<file path="src/sfsr_pkg.sv">
// Shared constants for the serial flash command sequencer and its host.
// Assumes a single 100 MHz system clock at both ends.
package sfsr_pkg;

    // Opcodes
    localparam logic [7:0] SFSR_OP_SECREG_READ = 8'h48;
    localparam logic [7:0] SFSR_OP_DEEP_SLEEP = 8'hB9;
    localparam logic [7:0] SFSR_OP_WAKE_ID = 8'hAB;

    // Security register area geometry
    localparam int SFSR_OFS_W = 9;
    localparam logic [8:0] SFSR_OFS_LAST = 9'h1FF;
    localparam logic [8:0] SFSR_OFS_FIRST = 9'h000;

    // Byte counts of the headers
    localparam logic [2:0] SFSR_SECREG_HDR_BYTES = 3'h5;
    localparam logic [2:0] SFSR_WAKE_HDR_BYTES = 3'h4;

    // Clock rate and delays in their own unit
    localparam int SFSR_CLK_MHZ = 100;
    localparam int SFSR_SLEEP_ENTRY_NS = 3000;
    localparam int SFSR_WAKE_NS = 3000;
    localparam int SFSR_WAKE_ID_NS = 1800;
    localparam int SFSR_SLEEP_ENTRY_CYC =
        (SFSR_SLEEP_ENTRY_NS * SFSR_CLK_MHZ) / 1000;
    localparam int SFSR_WAKE_CYC = (SFSR_WAKE_NS * SFSR_CLK_MHZ + 999) / 1000;
    localparam int SFSR_WAKE_ID_CYC =
        (SFSR_WAKE_ID_NS * SFSR_CLK_MHZ + 999) / 1000;

    // Serial clock divider for the host: half period in system cycles
    localparam int SFSR_SCK_HALF_CYC = 8;

    // Host request kinds
    typedef enum logic [1:0] {
        SFSR_REQ_SECREG = 2'b00,
        SFSR_REQ_SLEEP = 2'b01,
        SFSR_REQ_WAKE = 2'b10,
        SFSR_REQ_WAKE_ID = 2'b11
    } sfsr_req_t;

endpackage : sfsr_pkg

</file>
<file path="src/sfsr_link_if.sv">
// Four-wire serial link between host controller and flash device.
// Assumes both ends share one system clock; link pins are plain wires.
`timescale 1ns/1ns
`default_nettype none
interface sfsr_link_if;
    logic cs_n; // Chip select, active low
    logic sck; // Serial clock from the host
    logic si; // Data host to device
    logic so; // Data device to host
    logic so_oe; // Device drives so while high

    modport dev (input cs_n, input sck, input si, output so, output so_oe);
    modport host (output cs_n, output sck, output si, input so, input so_oe);
endinterface : sfsr_link_if
`default_nettype wire

</file>
<file path="src/sfsr_dev.sv">
// Device end: command decoding for secreg read, deep sleep and wake.
// Assumes link pins arrive asynchronously; sampled on the system clock.
// Operation
// - Secreg read: 48h, three address, one dummy
// - Secreg data out on falling clock edges
// - Any start byte accepted, no alignment
// - Address advances after each data byte
// - Offset wraps 1FFh to 000h, continues
// - Sleep only through B9h command
// - Deselect means standby unless cycle running or power not in run state
// - Asleep, only wake command is decoded
// - Sleep needs deselect right after bit eight
// - Sleep entered after entry delay elapses
// - Sleep command rejected while cycle runs
// - Power-up always starts in standby
// - Wake: ABh then deselect, wait wake delay
// - ABh plus three dummies returns identifier
// - Identifier repeats until deselect
// - Wake with identifier waits shorter delay
// - Wake ignored while write in progress
// - Write in progress high during cycles
`timescale 1ns/1ns
`default_nettype none
module sfsr_dev
    import sfsr_pkg::*;
#(
    parameter logic [7:0] DEV_ID = 8'h5A, // Arbitrary identifier value
    parameter int SLEEP_CYC = SFSR_SLEEP_ENTRY_CYC,
    parameter int WAKE_CYC = SFSR_WAKE_CYC,
    parameter int WAKE_ID_CYC = SFSR_WAKE_ID_CYC
) (
    input wire logic clk,
    input wire logic nrst,
    sfsr_link_if.dev link,
    input wire logic cycle_busy,
    output logic [8:0] mem_addr,
    input wire logic [7:0] mem_data,
    output logic write_in_progress,
    output logic asleep,
    output logic standby
);

    ////////////////////////////////////////////////////////////////////////
    typedef enum logic [2:0] {
        SFSR_D_OPC = 3'b000, // Receiving opcode
        SFSR_D_HDR = 3'b001, // Receiving address or dummies
        SFSR_D_DATA = 3'b010, // Sending data
        SFSR_D_TAIL = 3'b011, // Opcode done, awaiting deselect
        SFSR_D_IGN = 3'b100 // Ignoring until deselect
    } sfsr_dst_t;

    typedef enum logic [1:0] {
        SFSR_P_RUN = 2'b00, // Accepting commands
        SFSR_P_ENTER = 2'b01, // Sleep entry delay
        SFSR_P_SLEEP = 2'b10, // Deep sleep
        SFSR_P_WAKE = 2'b11 // Wake delay
    } sfsr_pwr_t;

    sfsr_dst_t st_r; // Frame state
    sfsr_pwr_t pwr_r; // Power state
    logic [2:0] cs_sy_r, sck_sy_r, si_sy_r; // Pin synchronisers
    logic sck_d_r; // Previous synced clock
    logic [7:0] sh_r; // Input shift register
    logic [2:0] bit_r; // Bit within byte
    logic [2:0] byte_r; // Header bytes received
    logic [7:0] op_r; // Latched opcode
    logic [8:0] ofs_r; // Secreg byte offset
    logic [7:0] out_r; // Output shift register
    logic so_oe_r; // Output enable
    logic [8:0] dly_r; // Power delay counter
    logic [8:0] dly_end_r; // Power delay target
    logic cs_n_s, sck_s, si_s; // Synced pins
    logic rise, fall, desel; // Link events
    logic [7:0] byte_in; // Completed byte

    assign cs_n_s = cs_sy_r[1];
    assign sck_s = sck_sy_r[1];
    assign si_s = si_sy_r[1];
    assign rise = !cs_n_s && sck_s && !sck_d_r;
    assign fall = !cs_n_s && !sck_s && sck_d_r;
    assign desel = cs_n_s && !cs_sy_r[2];
    assign byte_in = {sh_r[6:0], si_s};

    // Two-flop synchronisers; third stage only for edge finding
    always_ff @(posedge clk or negedge nrst) begin
        if (!nrst) begin
            cs_sy_r <= 3'b111;
            sck_sy_r <= 3'b000;
            si_sy_r <= 3'b000;
            sck_d_r <= 1'b0;
        end else begin
            cs_sy_r <= {cs_sy_r[1:0], link.cs_n};
            sck_sy_r <= {sck_sy_r[1:0], link.sck};
            si_sy_r <= {si_sy_r[1:0], link.si};
            sck_d_r <= sck_s;
        end
    end

    ////////////////////////////////////////////////////////////////////////
    // Frame decoding
    always_ff @(posedge clk or negedge nrst) begin
        if (!nrst) begin
            st_r <= SFSR_D_OPC;
            sh_r <= 8'h0;
            bit_r <= 3'h0;
            byte_r <= 3'h0;
            op_r <= 8'h0;
            ofs_r <= SFSR_OFS_FIRST;
            out_r <= 8'h0;
            so_oe_r <= 1'b0;
        end else if (cs_n_s) begin
            st_r <= SFSR_D_OPC;
            bit_r <= 3'h0;
            byte_r <= 3'h0;
            so_oe_r <= 1'b0;
        end else if (rise) begin
            // Sample input on rising edge
            sh_r <= byte_in;
            bit_r <= bit_r + 3'h1;
            unique case (st_r)
                SFSR_D_OPC: begin
                    if (bit_r == 3'h7) begin
                        op_r <= byte_in;
                        if (pwr_r == SFSR_P_SLEEP &&
                            byte_in != SFSR_OP_WAKE_ID) begin
                            st_r <= SFSR_D_IGN;
                        end else if (pwr_r == SFSR_P_ENTER ||
                            pwr_r == SFSR_P_WAKE) begin
                            st_r <= SFSR_D_IGN;
                        end else if (cycle_busy) begin
                            st_r <= SFSR_D_IGN;
                        end else if (byte_in == SFSR_OP_SECREG_READ ||
                            byte_in == SFSR_OP_WAKE_ID) begin
                            st_r <= SFSR_D_HDR;
                        end else begin
                            st_r <= SFSR_D_TAIL;
                        end
                    end
                end
                SFSR_D_HDR: begin
                    if (bit_r == 3'h7) begin
                        byte_r <= byte_r + 3'h1;
                        // Second and third address bytes: offset bits
                        if (op_r == SFSR_OP_SECREG_READ && byte_r == 3'h1) begin
                            ofs_r[8] <= byte_in[0];
                        end
                        if (op_r == SFSR_OP_SECREG_READ && byte_r == 3'h2) begin
                            ofs_r[7:0] <= byte_in;
                        end
                        if ((op_r == SFSR_OP_SECREG_READ &&
                            byte_r == SFSR_SECREG_HDR_BYTES - 3'h2) ||
                            (op_r == SFSR_OP_WAKE_ID &&
                            byte_r == SFSR_WAKE_HDR_BYTES - 3'h2)) begin
                            st_r <= SFSR_D_DATA;
                        end
                    end
                end
                SFSR_D_TAIL: begin
                    // Extra bits cancel a sleep request
                    st_r <= SFSR_D_IGN;
                end
                default: begin
                end
            endcase
        end else if (fall && st_r == SFSR_D_DATA) begin
            // Shift out on falling edge, MSB first
            so_oe_r <= 1'b1;
            if (bit_r == 3'h0) begin
                if (op_r == SFSR_OP_SECREG_READ) begin
                    out_r <= mem_data;
                    ofs_r <= (ofs_r == SFSR_OFS_LAST) ? SFSR_OFS_FIRST :
                        ofs_r + 9'h1;
                end else begin
                    out_r <= DEV_ID;
                end
            end else begin
                out_r <= {out_r[6:0], 1'b0};
            end
        end
    end

    ////////////////////////////////////////////////////////////////////////
    // Power state: sleep entry, sleep, wake delays
    always_ff @(posedge clk or negedge nrst) begin
        if (!nrst) begin
            pwr_r <= SFSR_P_RUN;
            dly_r <= 9'h0;
            dly_end_r <= 9'h0;
        end else begin
            unique case (pwr_r)
                SFSR_P_RUN: begin
                    // Exactly eight bits of B9h, then deselect
                    if (desel && st_r == SFSR_D_TAIL &&
                        op_r == SFSR_OP_DEEP_SLEEP && !cycle_busy) begin
                        pwr_r <= SFSR_P_ENTER;
                        dly_r <= 9'h0;
                    end
                end
                SFSR_P_ENTER: begin
                    dly_r <= dly_r + 9'h1;
                    if (dly_r >= 9'(SLEEP_CYC - 1)) begin
                        pwr_r <= SFSR_P_SLEEP;
                    end
                end
                SFSR_P_SLEEP: begin
                    if (desel && op_r == SFSR_OP_WAKE_ID &&
                        (st_r == SFSR_D_TAIL || st_r == SFSR_D_HDR ||
                        st_r == SFSR_D_DATA)) begin
                        pwr_r <= SFSR_P_WAKE;
                        dly_r <= 9'h0;
                        dly_end_r <= (st_r == SFSR_D_DATA) ?
                            9'(WAKE_ID_CYC - 1) : 9'(WAKE_CYC - 1);
                    end
                end
                SFSR_P_WAKE: begin
                    dly_r <= dly_r + 9'h1;
                    if (dly_r >= dly_end_r) begin
                        pwr_r <= SFSR_P_RUN;
                    end
                end
            endcase
        end
    end

    assign link.so = out_r[7];
    assign link.so_oe = so_oe_r;
    assign mem_addr = ofs_r;
    assign write_in_progress = cycle_busy;
    assign asleep = (pwr_r == SFSR_P_SLEEP);
    assign standby = cs_n_s && !cycle_busy && pwr_r == SFSR_P_RUN;

endmodule // sfsr_dev
`default_nettype wire

</file>
<file path="src/flat_wrapper.sv">
// flat-port wrapper written by rule: the top's interface ports become plain ports
module sfsr_dev_flat import sfsr_pkg::*;
#(
    parameter logic [7:0] DEV_ID = 8'h5A,                              
    parameter int SLEEP_CYC = SFSR_SLEEP_ENTRY_CYC,
    parameter int WAKE_CYC = SFSR_WAKE_CYC,
    parameter int WAKE_ID_CYC = SFSR_WAKE_ID_CYC
)
  (clk, nrst, cycle_busy, mem_addr, mem_data, write_in_progress, asleep, standby, link_cs_n, link_sck, link_si, link_so, link_so_oe);
  sfsr_link_if link_i ();
  input wire logic clk;
  input wire logic nrst;
  input wire logic cycle_busy;
  output logic [8:0] mem_addr;
  input wire logic [7:0] mem_data;
  output logic write_in_progress;
  output logic asleep;
  output logic standby;
  input wire logic [$bits(link_i.cs_n)-1:0] link_cs_n;
  input wire logic [$bits(link_i.sck)-1:0] link_sck;
  input wire logic [$bits(link_i.si)-1:0] link_si;
  output wire logic [$bits(link_i.so)-1:0] link_so;
  output wire logic [$bits(link_i.so_oe)-1:0] link_so_oe;
  assign link_i.cs_n = link_cs_n;
  assign link_i.sck = link_sck;
  assign link_i.si = link_si;
  assign link_so = link_i.so;
  assign link_so_oe = link_i.so_oe;
  sfsr_dev #(.DEV_ID(DEV_ID), .SLEEP_CYC(SLEEP_CYC), .WAKE_CYC(WAKE_CYC), .WAKE_ID_CYC(WAKE_ID_CYC)) u_core (.clk(clk), .nrst(nrst), .link(link_i), .cycle_busy(cycle_busy), .mem_addr(mem_addr), .mem_data(mem_data), .write_in_progress(write_in_progress), .asleep(asleep), .standby(standby));
endmodule
</file>
<file path="config.mk">
export PLATFORM = sky130hd
export DESIGN_NAME = sfsr_dev_flat
export DESIGN_NICKNAME = d
export VERILOG_FILES = /design/src/sfsr_pkg.sv /design/src/sfsr_link_if.sv /design/src/sfsr_dev.sv /design/src/flat_wrapper.sv
export SDC_FILE = /design/constraint.sdc
export NUM_CORES = 1
export LEC_CHECK = 0
export BUFFER_PORTS_ARGS = -buffer_cell sky130_fd_sc_hd__buf_2
export CAP_MARGIN = 20
export CELL_PAD_IN_SITES_DETAIL_PLACEMENT = 1
export CELL_PAD_IN_SITES_GLOBAL_PLACEMENT = 1
export CORE_UTILIZATION = 30
export CTS_BUF_LIST = sky130_fd_sc_hd__clkbuf_2
export DETAILED_ROUTE_END_ITERATION = 7
export GPL_ROUTABILITY_DRIVEN = 0
export PLACE_DENSITY = 0.59
export SKIP_LAST_GASP = 1
export SLEW_MARGIN = 20
export SYNTH_ARGS = -nofsm -noshare
export SYNTH_HDL_FRONTEND = slang
export SYNTH_SLANG_ARGS = --single-unit
export TNS_END_PERCENT = 100
</file>
<file path="constraint.sdc">
create_clock -name clk -period 6.6 [get_ports clk]
set_input_delay 0.99 -clock clk [delete_from_list [all_inputs] [get_ports clk]]
set_output_delay 0.99 -clock clk [all_outputs]
set_load 0.02 [all_outputs]
</file>
Word-level counts from Yosys, hierarchy flattened. Index checks and enable logic that the tools add are counted.

Flip-flop bits (word level): 70. Input port bits: 14.

Add/sub/neg operators: 4. Order comparisons: 2. Equal/unequal tests: 29. Multiplexer cells: 39. Bitwise gates (word level): 2. Reductions and logical operators: 51.

Operators by type and width (count): 9-bit 2-to-1 mux (10); 3-bit 2-to-1 mux (14); 9-bit one-hot mux with 3 select lines (1); 8-bit == test (second input constant) (3); 8-bit 2-to-1 mux (3); 9-bit by 1-bit adder with 9-bit output (second input constant) (2); 1-bit logical AND (18); 8-bit by 7-bit == test with 1-bit output (second input constant) (2); 7-bit AND reduction (2); 2-bit nonzero test (7); 3-bit by 2-bit == test with 1-bit output (second input constant) (4); 2-bit != test (second input constant) (6); 2-bit 2-to-1 mux (5); 9-bit == test (second input constant) (1); 9-bit greater-or-equal comparator (1); 9-bit greater-or-equal comparator (second input constant) (1); 3-bit by 1-bit != test with 1-bit output (second input constant) (3); 3-bit one-hot mux with 3 select lines (1); 8-bit != test (second input constant) (1); 2-bit one-hot mux with 4 select lines (1); 2-bit AND reduction (4); 4-bit AND reduction (2); 3-bit by 1-bit adder with 3-bit output (second input constant) (2); 3-bit by 1-bit == test with 1-bit output (second input constant) (2); 14 further kinds (31).

Depth between registers and ports, before layout.
Word-level depth: 10. Mapped depth: 10. Gate-level depth less buffers: 9.

Worst setup path before layout. No wires, ideal clock.

Path kind: register -> register. From: register u_core.ofs_r[0], in the netlist u_core.mem_addr[0]. To: register u_core.ofs_r[7], in the netlist u_core.mem_addr[7]. Setup time: 83 ps. Data arrival time: 2315 ps. Required time: 6517 ps. Slack: 4202 ps. Cell stages (with the launch flop): 10. Buffers on the path: 1. Cells stage by stage: dfrtp_1 -> ha_1 -> and3_1 -> and3_1 -> and3_1 -> ha_1 -> or2_2 -> clkbuf_1 -> o31a_1 -> o21ai_0.

Word-level cells in the longest chain between the ends: 6. Elaborated cells between the ends (all ways): 7.

RTL lines: start: declaration (RTL line sfsr_dev.sv:67) `logic [8:0] ofs_r;`; start signal: assignment (RTL line sfsr_dev.sv:148) `ofs_r[7:0] <= byte_in;`; start signal: assignment (RTL line sfsr_dev.sv:171) `ofs_r <= (ofs_r == SFSR_OFS_LAST) ? SFSR_OFS_FIRST :`; 9-bit by 1-bit adder with 9-bit output or 9-bit == test (tied branches) (RTL line sfsr_dev.sv:172, sfsr_dev.sv:171); 9-bit 2-to-1 mux * (RTL line sfsr_dev.sv:171); 9-bit 2-to-1 mux * (RTL line sfsr_dev.sv:169) `if (op_r == SFSR_OP_SECREG_READ) begin`; 9-bit 2-to-1 mux * (RTL line sfsr_dev.sv:168) `if (bit_r == 3'h0) begin`; 9-bit 2-to-1 mux * (RTL line sfsr_dev.sv:165) `end else if (fall && st_r == SFSR_D_DATA) begin`; 9-bit 2-to-1 mux * (RTL line sfsr_dev.sv:116) `end else if (rise) begin`.

Mark *: on every way between the ends. The rest lies on a longest branch, timed or not. The select of a mux whose other input is x is not followed. A chain may end at the register's enable or synchronous reset.

Worst setup path after layout.
From: register u_core.cs_sy_r[1]. To: output port standby.

Word-level cells in the longest chain between the ends: 2.

RTL lines: start: declaration (RTL line sfsr_dev.sv:61) `logic [2:0] cs_sy_r, sck_sy_r, si_sy_r;`; start signal: assignment (RTL line sfsr_dev.sv:92) `cs_sy_r <= {cs_sy_r[1:0], link.cs_n};`; 1-bit logical AND (2 in series) (RTL line sfsr_dev.sv:230) `assign standby = cs_n_s && !cycle_busy && pwr_r == SFSR_P_RUN;`; end: declaration (RTL line flat_wrapper.sv:18) `output logic standby;`.

No other way between the ends.

==> results.py <==
metrics = {
    "clocking": {
        "cts_num_sinks": 64,
        "clk_latency_ns": 0.49,
        "cts_h_tree_depth": 3,
        "post_cts_hold_buffer_count": 0,
        "cts_setup_buffers": 0,
        "cts.path.max_buffers": 2,
        "post_cts_resize_count": 0,
        "cts_inserted_buffers": 9,
        "tritoncts_clock_tree": "done",
        "clk_pin_slew_worst_paths_ns": 0.17,
        "clock-root-buffer": "sky130_fd_sc_hd__clkbuf_2",
    },
    "setup_path": {
        "worst_ep_arrival_time_ns": 1.62,
        "path_max_fanout": 15,
        "path_buf_inv": 1,
        "reg2reg_setup_slack_ns": 4.14,
        "criticalPathCategory": "flip-flop to output pin",
        "timing.reg2reg.worst_path_depth": 5,
        "timing.critical_path.from_type": "flip-flop",
        "cell_type_group_with_the_largest_total_delay_on_the_critical_path": "flip-flops",
        "cp_data_required_time_ns": 5.61,
        "endpoint_kind": "output pin",
        "worst_path_max_delay_cell": "sky130_fd_sc_hd__dfstp_2",
        "path_cells": "and3b_1 -> buf_2",
        "r2r_end": "u_core.mem_addr[4]$_DFFE_PN0P_",
        "timing.rr.start": "u_core.op_r[2]$_DFFE_PN0P_",
        "cp_slowest_stage_delay_ns": 0.79,
    },
    "drt": {
        "firstDrtPassIters": 4,
        "dr_total_vias": 2594,
        "final_antenna_net_count": 0,
        "drcViolationCount": 0,
        "wl_per_cell_um": 15.36,
        "routed_wl_mm": 7.881,
        "drt-initial-drc-count": 85,
        "detail_route.vias_per_cell": 5.057,
    },
    "floorplanning": {
        "start_util_pct": 31.04,
        "fp.coreArea_um2": 10940,
        "die_w_um": 108.4,
        "chipHeight_um": 108.4,
        "fp.dieArea_um2": 11740,
        "num_io_pins": 28,
        "num_rows": 38,
    },
    "final_layout": {
        "layout.nets": 403,
        "area_growth_syn_to_layout_pct": 11.06,
        "layout.cells.most_common": "sky130_fd_sc_hd__dfrtp_1",
        "fillers": 1301,
        "ant_diodes": 0,
        "layout_common_cells": "sky130_fd_sc_hd__dfrtp_1, sky130_fd_sc_hd__o21ai_0, sky130_fd_sc_hd__nor2_1",
        "drive_above_1_share_pct": 19.30,
        "final_core_utilization_pct": 34.47,
    },
    "synth": {
        "synth-warning-count": 0,
        "synth_enable_flop_cells": 0,
        "distinct_cell_type_count_of_the_synthesized_netlist": 52,
        "number_of_synthesized_register_bits": 64,
        "synth_nets": 374,
        "ys_dominant_reg_cell": "sky130_fd_sc_hd__dfrtp_1",
        "async_set_reset_flop_share_out_of_synthesis_pct": 100.0,
        "synth_area_um2": 3395,
        "postSynthCellCount": 339,
        "yosysSeqAreaShare_pct": 47.29,
        "post_synth.cell_area_avg_um2": 10.01,
    },
    "timing": {
        "timing_max_transition_violations_final": 0,
        "worst_pin_slew_ns": 0.8498,
        "maxSlewHeadroom_pct": 43.35,
        "final-setup-viol-count": 0,
        "unrepaired_setup_endpoints_after_global_routing": "no",
        "fmax_mhz": 382.4,
        "period_minus_slack_ns": 2.615,
        "timing_hold_violations_final": 0,
        "fin_worst_skew_ns": 0.04576,
        "fin_tns_setup_ns": 0,
        "ratio_of_final_minimum_period_to_clock_period_pct": 39.62,
    },
    "global_routing": {
        "grt_overflow_total": 0,
        "grt_use_total_pct": 14.65,
        "first_global_vias": 2630,
        "initial_antenna_violation_count": 0,
        "grt_max_degree": 65,
        "grt_pass1_wl_mm": 13.25,
    },
    "power": {
        "finalPower_mw": 0.7410,
        "power_dens_cells_nw_per_um2": 196.6,
        "power_leakage_nw": 1.720,
        "power.ir.vdd_worst_mv": 0.09685,
    },
    "min_path": {
        "hold_path.startpoint": "u_core.cs_sy_r[0]$_DFF_PN1_",
        "hold-path-endpoint": "u_core.cs_sy_r[1]$_DFF_PN1_",
        "hold_depth": 0,
        "min-delay-path-class": "flip-flop to flip-flop",
    },
    "run_status": {
        "outcome": "finished clean",
    },
    "placement": {
        "io_buffers": 27,
        "detailed_place_hpwl_mm": 5.572,
    },
    "run": {
        "max_cap_viol_count": 0,
    },
}
## where the power goes
group          switching [mW]  internal (mW)
logic                  0.0297         0.0295
registers              0.0304          0.416
clock network           0.141         0.0949
## synth_stat cells (2+ instances only)
cell,n,area [um2]
sky130_fd_sc_hd__dfrtp_1,61,1526
sky130_fd_sc_hd__o21ai_0,34,170.2
sky130_fd_sc_hd__nor2_1,30,112.6
sky130_fd_sc_hd__nand2_1,28,105.1
sky130_fd_sc_hd__ha_1,21,262.8
sky130_fd_sc_hd__inv_1,17,63.81
sky130_fd_sc_hd__mux2_2,17,191.4
sky130_fd_sc_hd__a21oi_1,12,60.06
sky130_fd_sc_hd__and3_1,12,75.07
sky130_fd_sc_hd__nand3_1,9,45.04
sky130_fd_sc_hd__o31ai_1,9,67.56
sky130_fd_sc_hd__clkbuf_1,8,30.03
sky130_fd_sc_hd__nand2b_1,7,43.79
sky130_fd_sc_hd__nor2b_1,7,43.79
sky130_fd_sc_hd__a31oi_1,5,31.28
sky130_fd_sc_hd__nand4_1,5,31.28
sky130_fd_sc_hd__nor3_1,4,20.02
sky130_fd_sc_hd__nor3b_1,4,30.03
sky130_fd_sc_hd__a211oi_1,3,22.52
sky130_fd_sc_hd__a22oi_1,3,22.52
sky130_fd_sc_hd__a32oi_1,3,26.28
sky130_fd_sc_hd__dfstp_2,3,78.83
sky130_fd_sc_hd__a211o_1,2,17.52
sky130_fd_sc_hd__and4b_1,2,20.02
sky130_fd_sc_hd__and4bb_2,2,25.02
sky130_fd_sc_hd__mux2i_1,2,20.02
sky130_fd_sc_hd__nand3b_1,2,15.01
sky130_fd_sc_hd__nor4b_1,2,17.52
sky130_fd_sc_hd__xnor2_1,2,17.52
## sequential cells by signal, summed over array words and instances, names as in the netlist, 3 cells and up
register and count:
u_core.dly_end_r 3, u_core.op_r 8, u_core.st_r 3, u_core.sh_r 7, u_core.out_r 8, u_core.byte_r 3
u_core.cs_sy_r 3, u_core.mem_addr 9, u_core.dly_r 9, u_core.bit_r 3
## logic make-up (layout without fill, tap and decap cells)
family	count (synthesis)	in the layout	synth area share [%]
and+or+nand+nor	122	122	19.09
muxes	19	19	6.229
DFF	64	64	47.29
buffers and inverters	28	62	3.465
adders and majority gates	21	21	7.740
xor gates and xnor gates	2	2	0.5161
AOI/OAI and AO/OA	83	83	15.67
## stage by stage
step / setup WS, ns / area (um2) / hold slack, ns / instances
after floorplan: 4.202 / 3395 / 0.3312 / 339
after global placement: 4.055 / 3666 / 0.3339 / 497
after detailed placement: 3.987 / 3666 / 0.3405 / 497
after CTS: 3.906 / 3770 / 0.3756 / 513
after global routing: 3.861 / 3770 / 0.3832 / 513
final: 3.985 / 3770 / 0.3666 / 513
## cell type report
type                            instances  area [um2]  share of cell area [%]
Timing Repair Buffer                   29       150.1                   3.983
Clock inverter                          2       33.78                  0.8961
Multi-Input combinational cell        247        1672                   44.34
Clock buffer                           14       70.07                   1.859
Tap cell                              140       175.2                   4.647
Sequential cell                        64        1605                   42.58
Inverter                               17       63.81                   1.693
## worst max path at each step
stage                                   startpoint                             end  slack, ns  cells past startpoint
CTS                    u_core.cs_sy_r[1]$_DFF_PN1_                         standby       3.91                      2
global route           u_core.bit_r[1]$_DFFE_PN0P_  u_core.mem_addr[6]$_DFFE_PN0P_       3.86                      7
finish                 u_core.cs_sy_r[1]$_DFF_PN1_                         standby       3.99                      2
detailed placement                      cycle_busy     u_core.pwr_r[1]$_DFFE_PN0P_       3.99                      6
global placement                        cycle_busy     u_core.pwr_r[1]$_DFFE_PN0P_       4.06                      6
floorplan           u_core.mem_addr[0]$_DFFE_PN0P_  u_core.mem_addr[7]$_DFFE_PN0P_       4.20                      9
## layer usage
layer / global-route usage (%) / up-vias / part of all wire (%)
met1: 19.34 / 1274 / 49
met4: 5.405 / 0 / 1.5
met3: 2.954 / 13 / 2.6
met5: 0 / - / 0
li1: - / 1279 / -
met2: 23.70 / 28 / 47
Power figures use the tool's default switching activity.
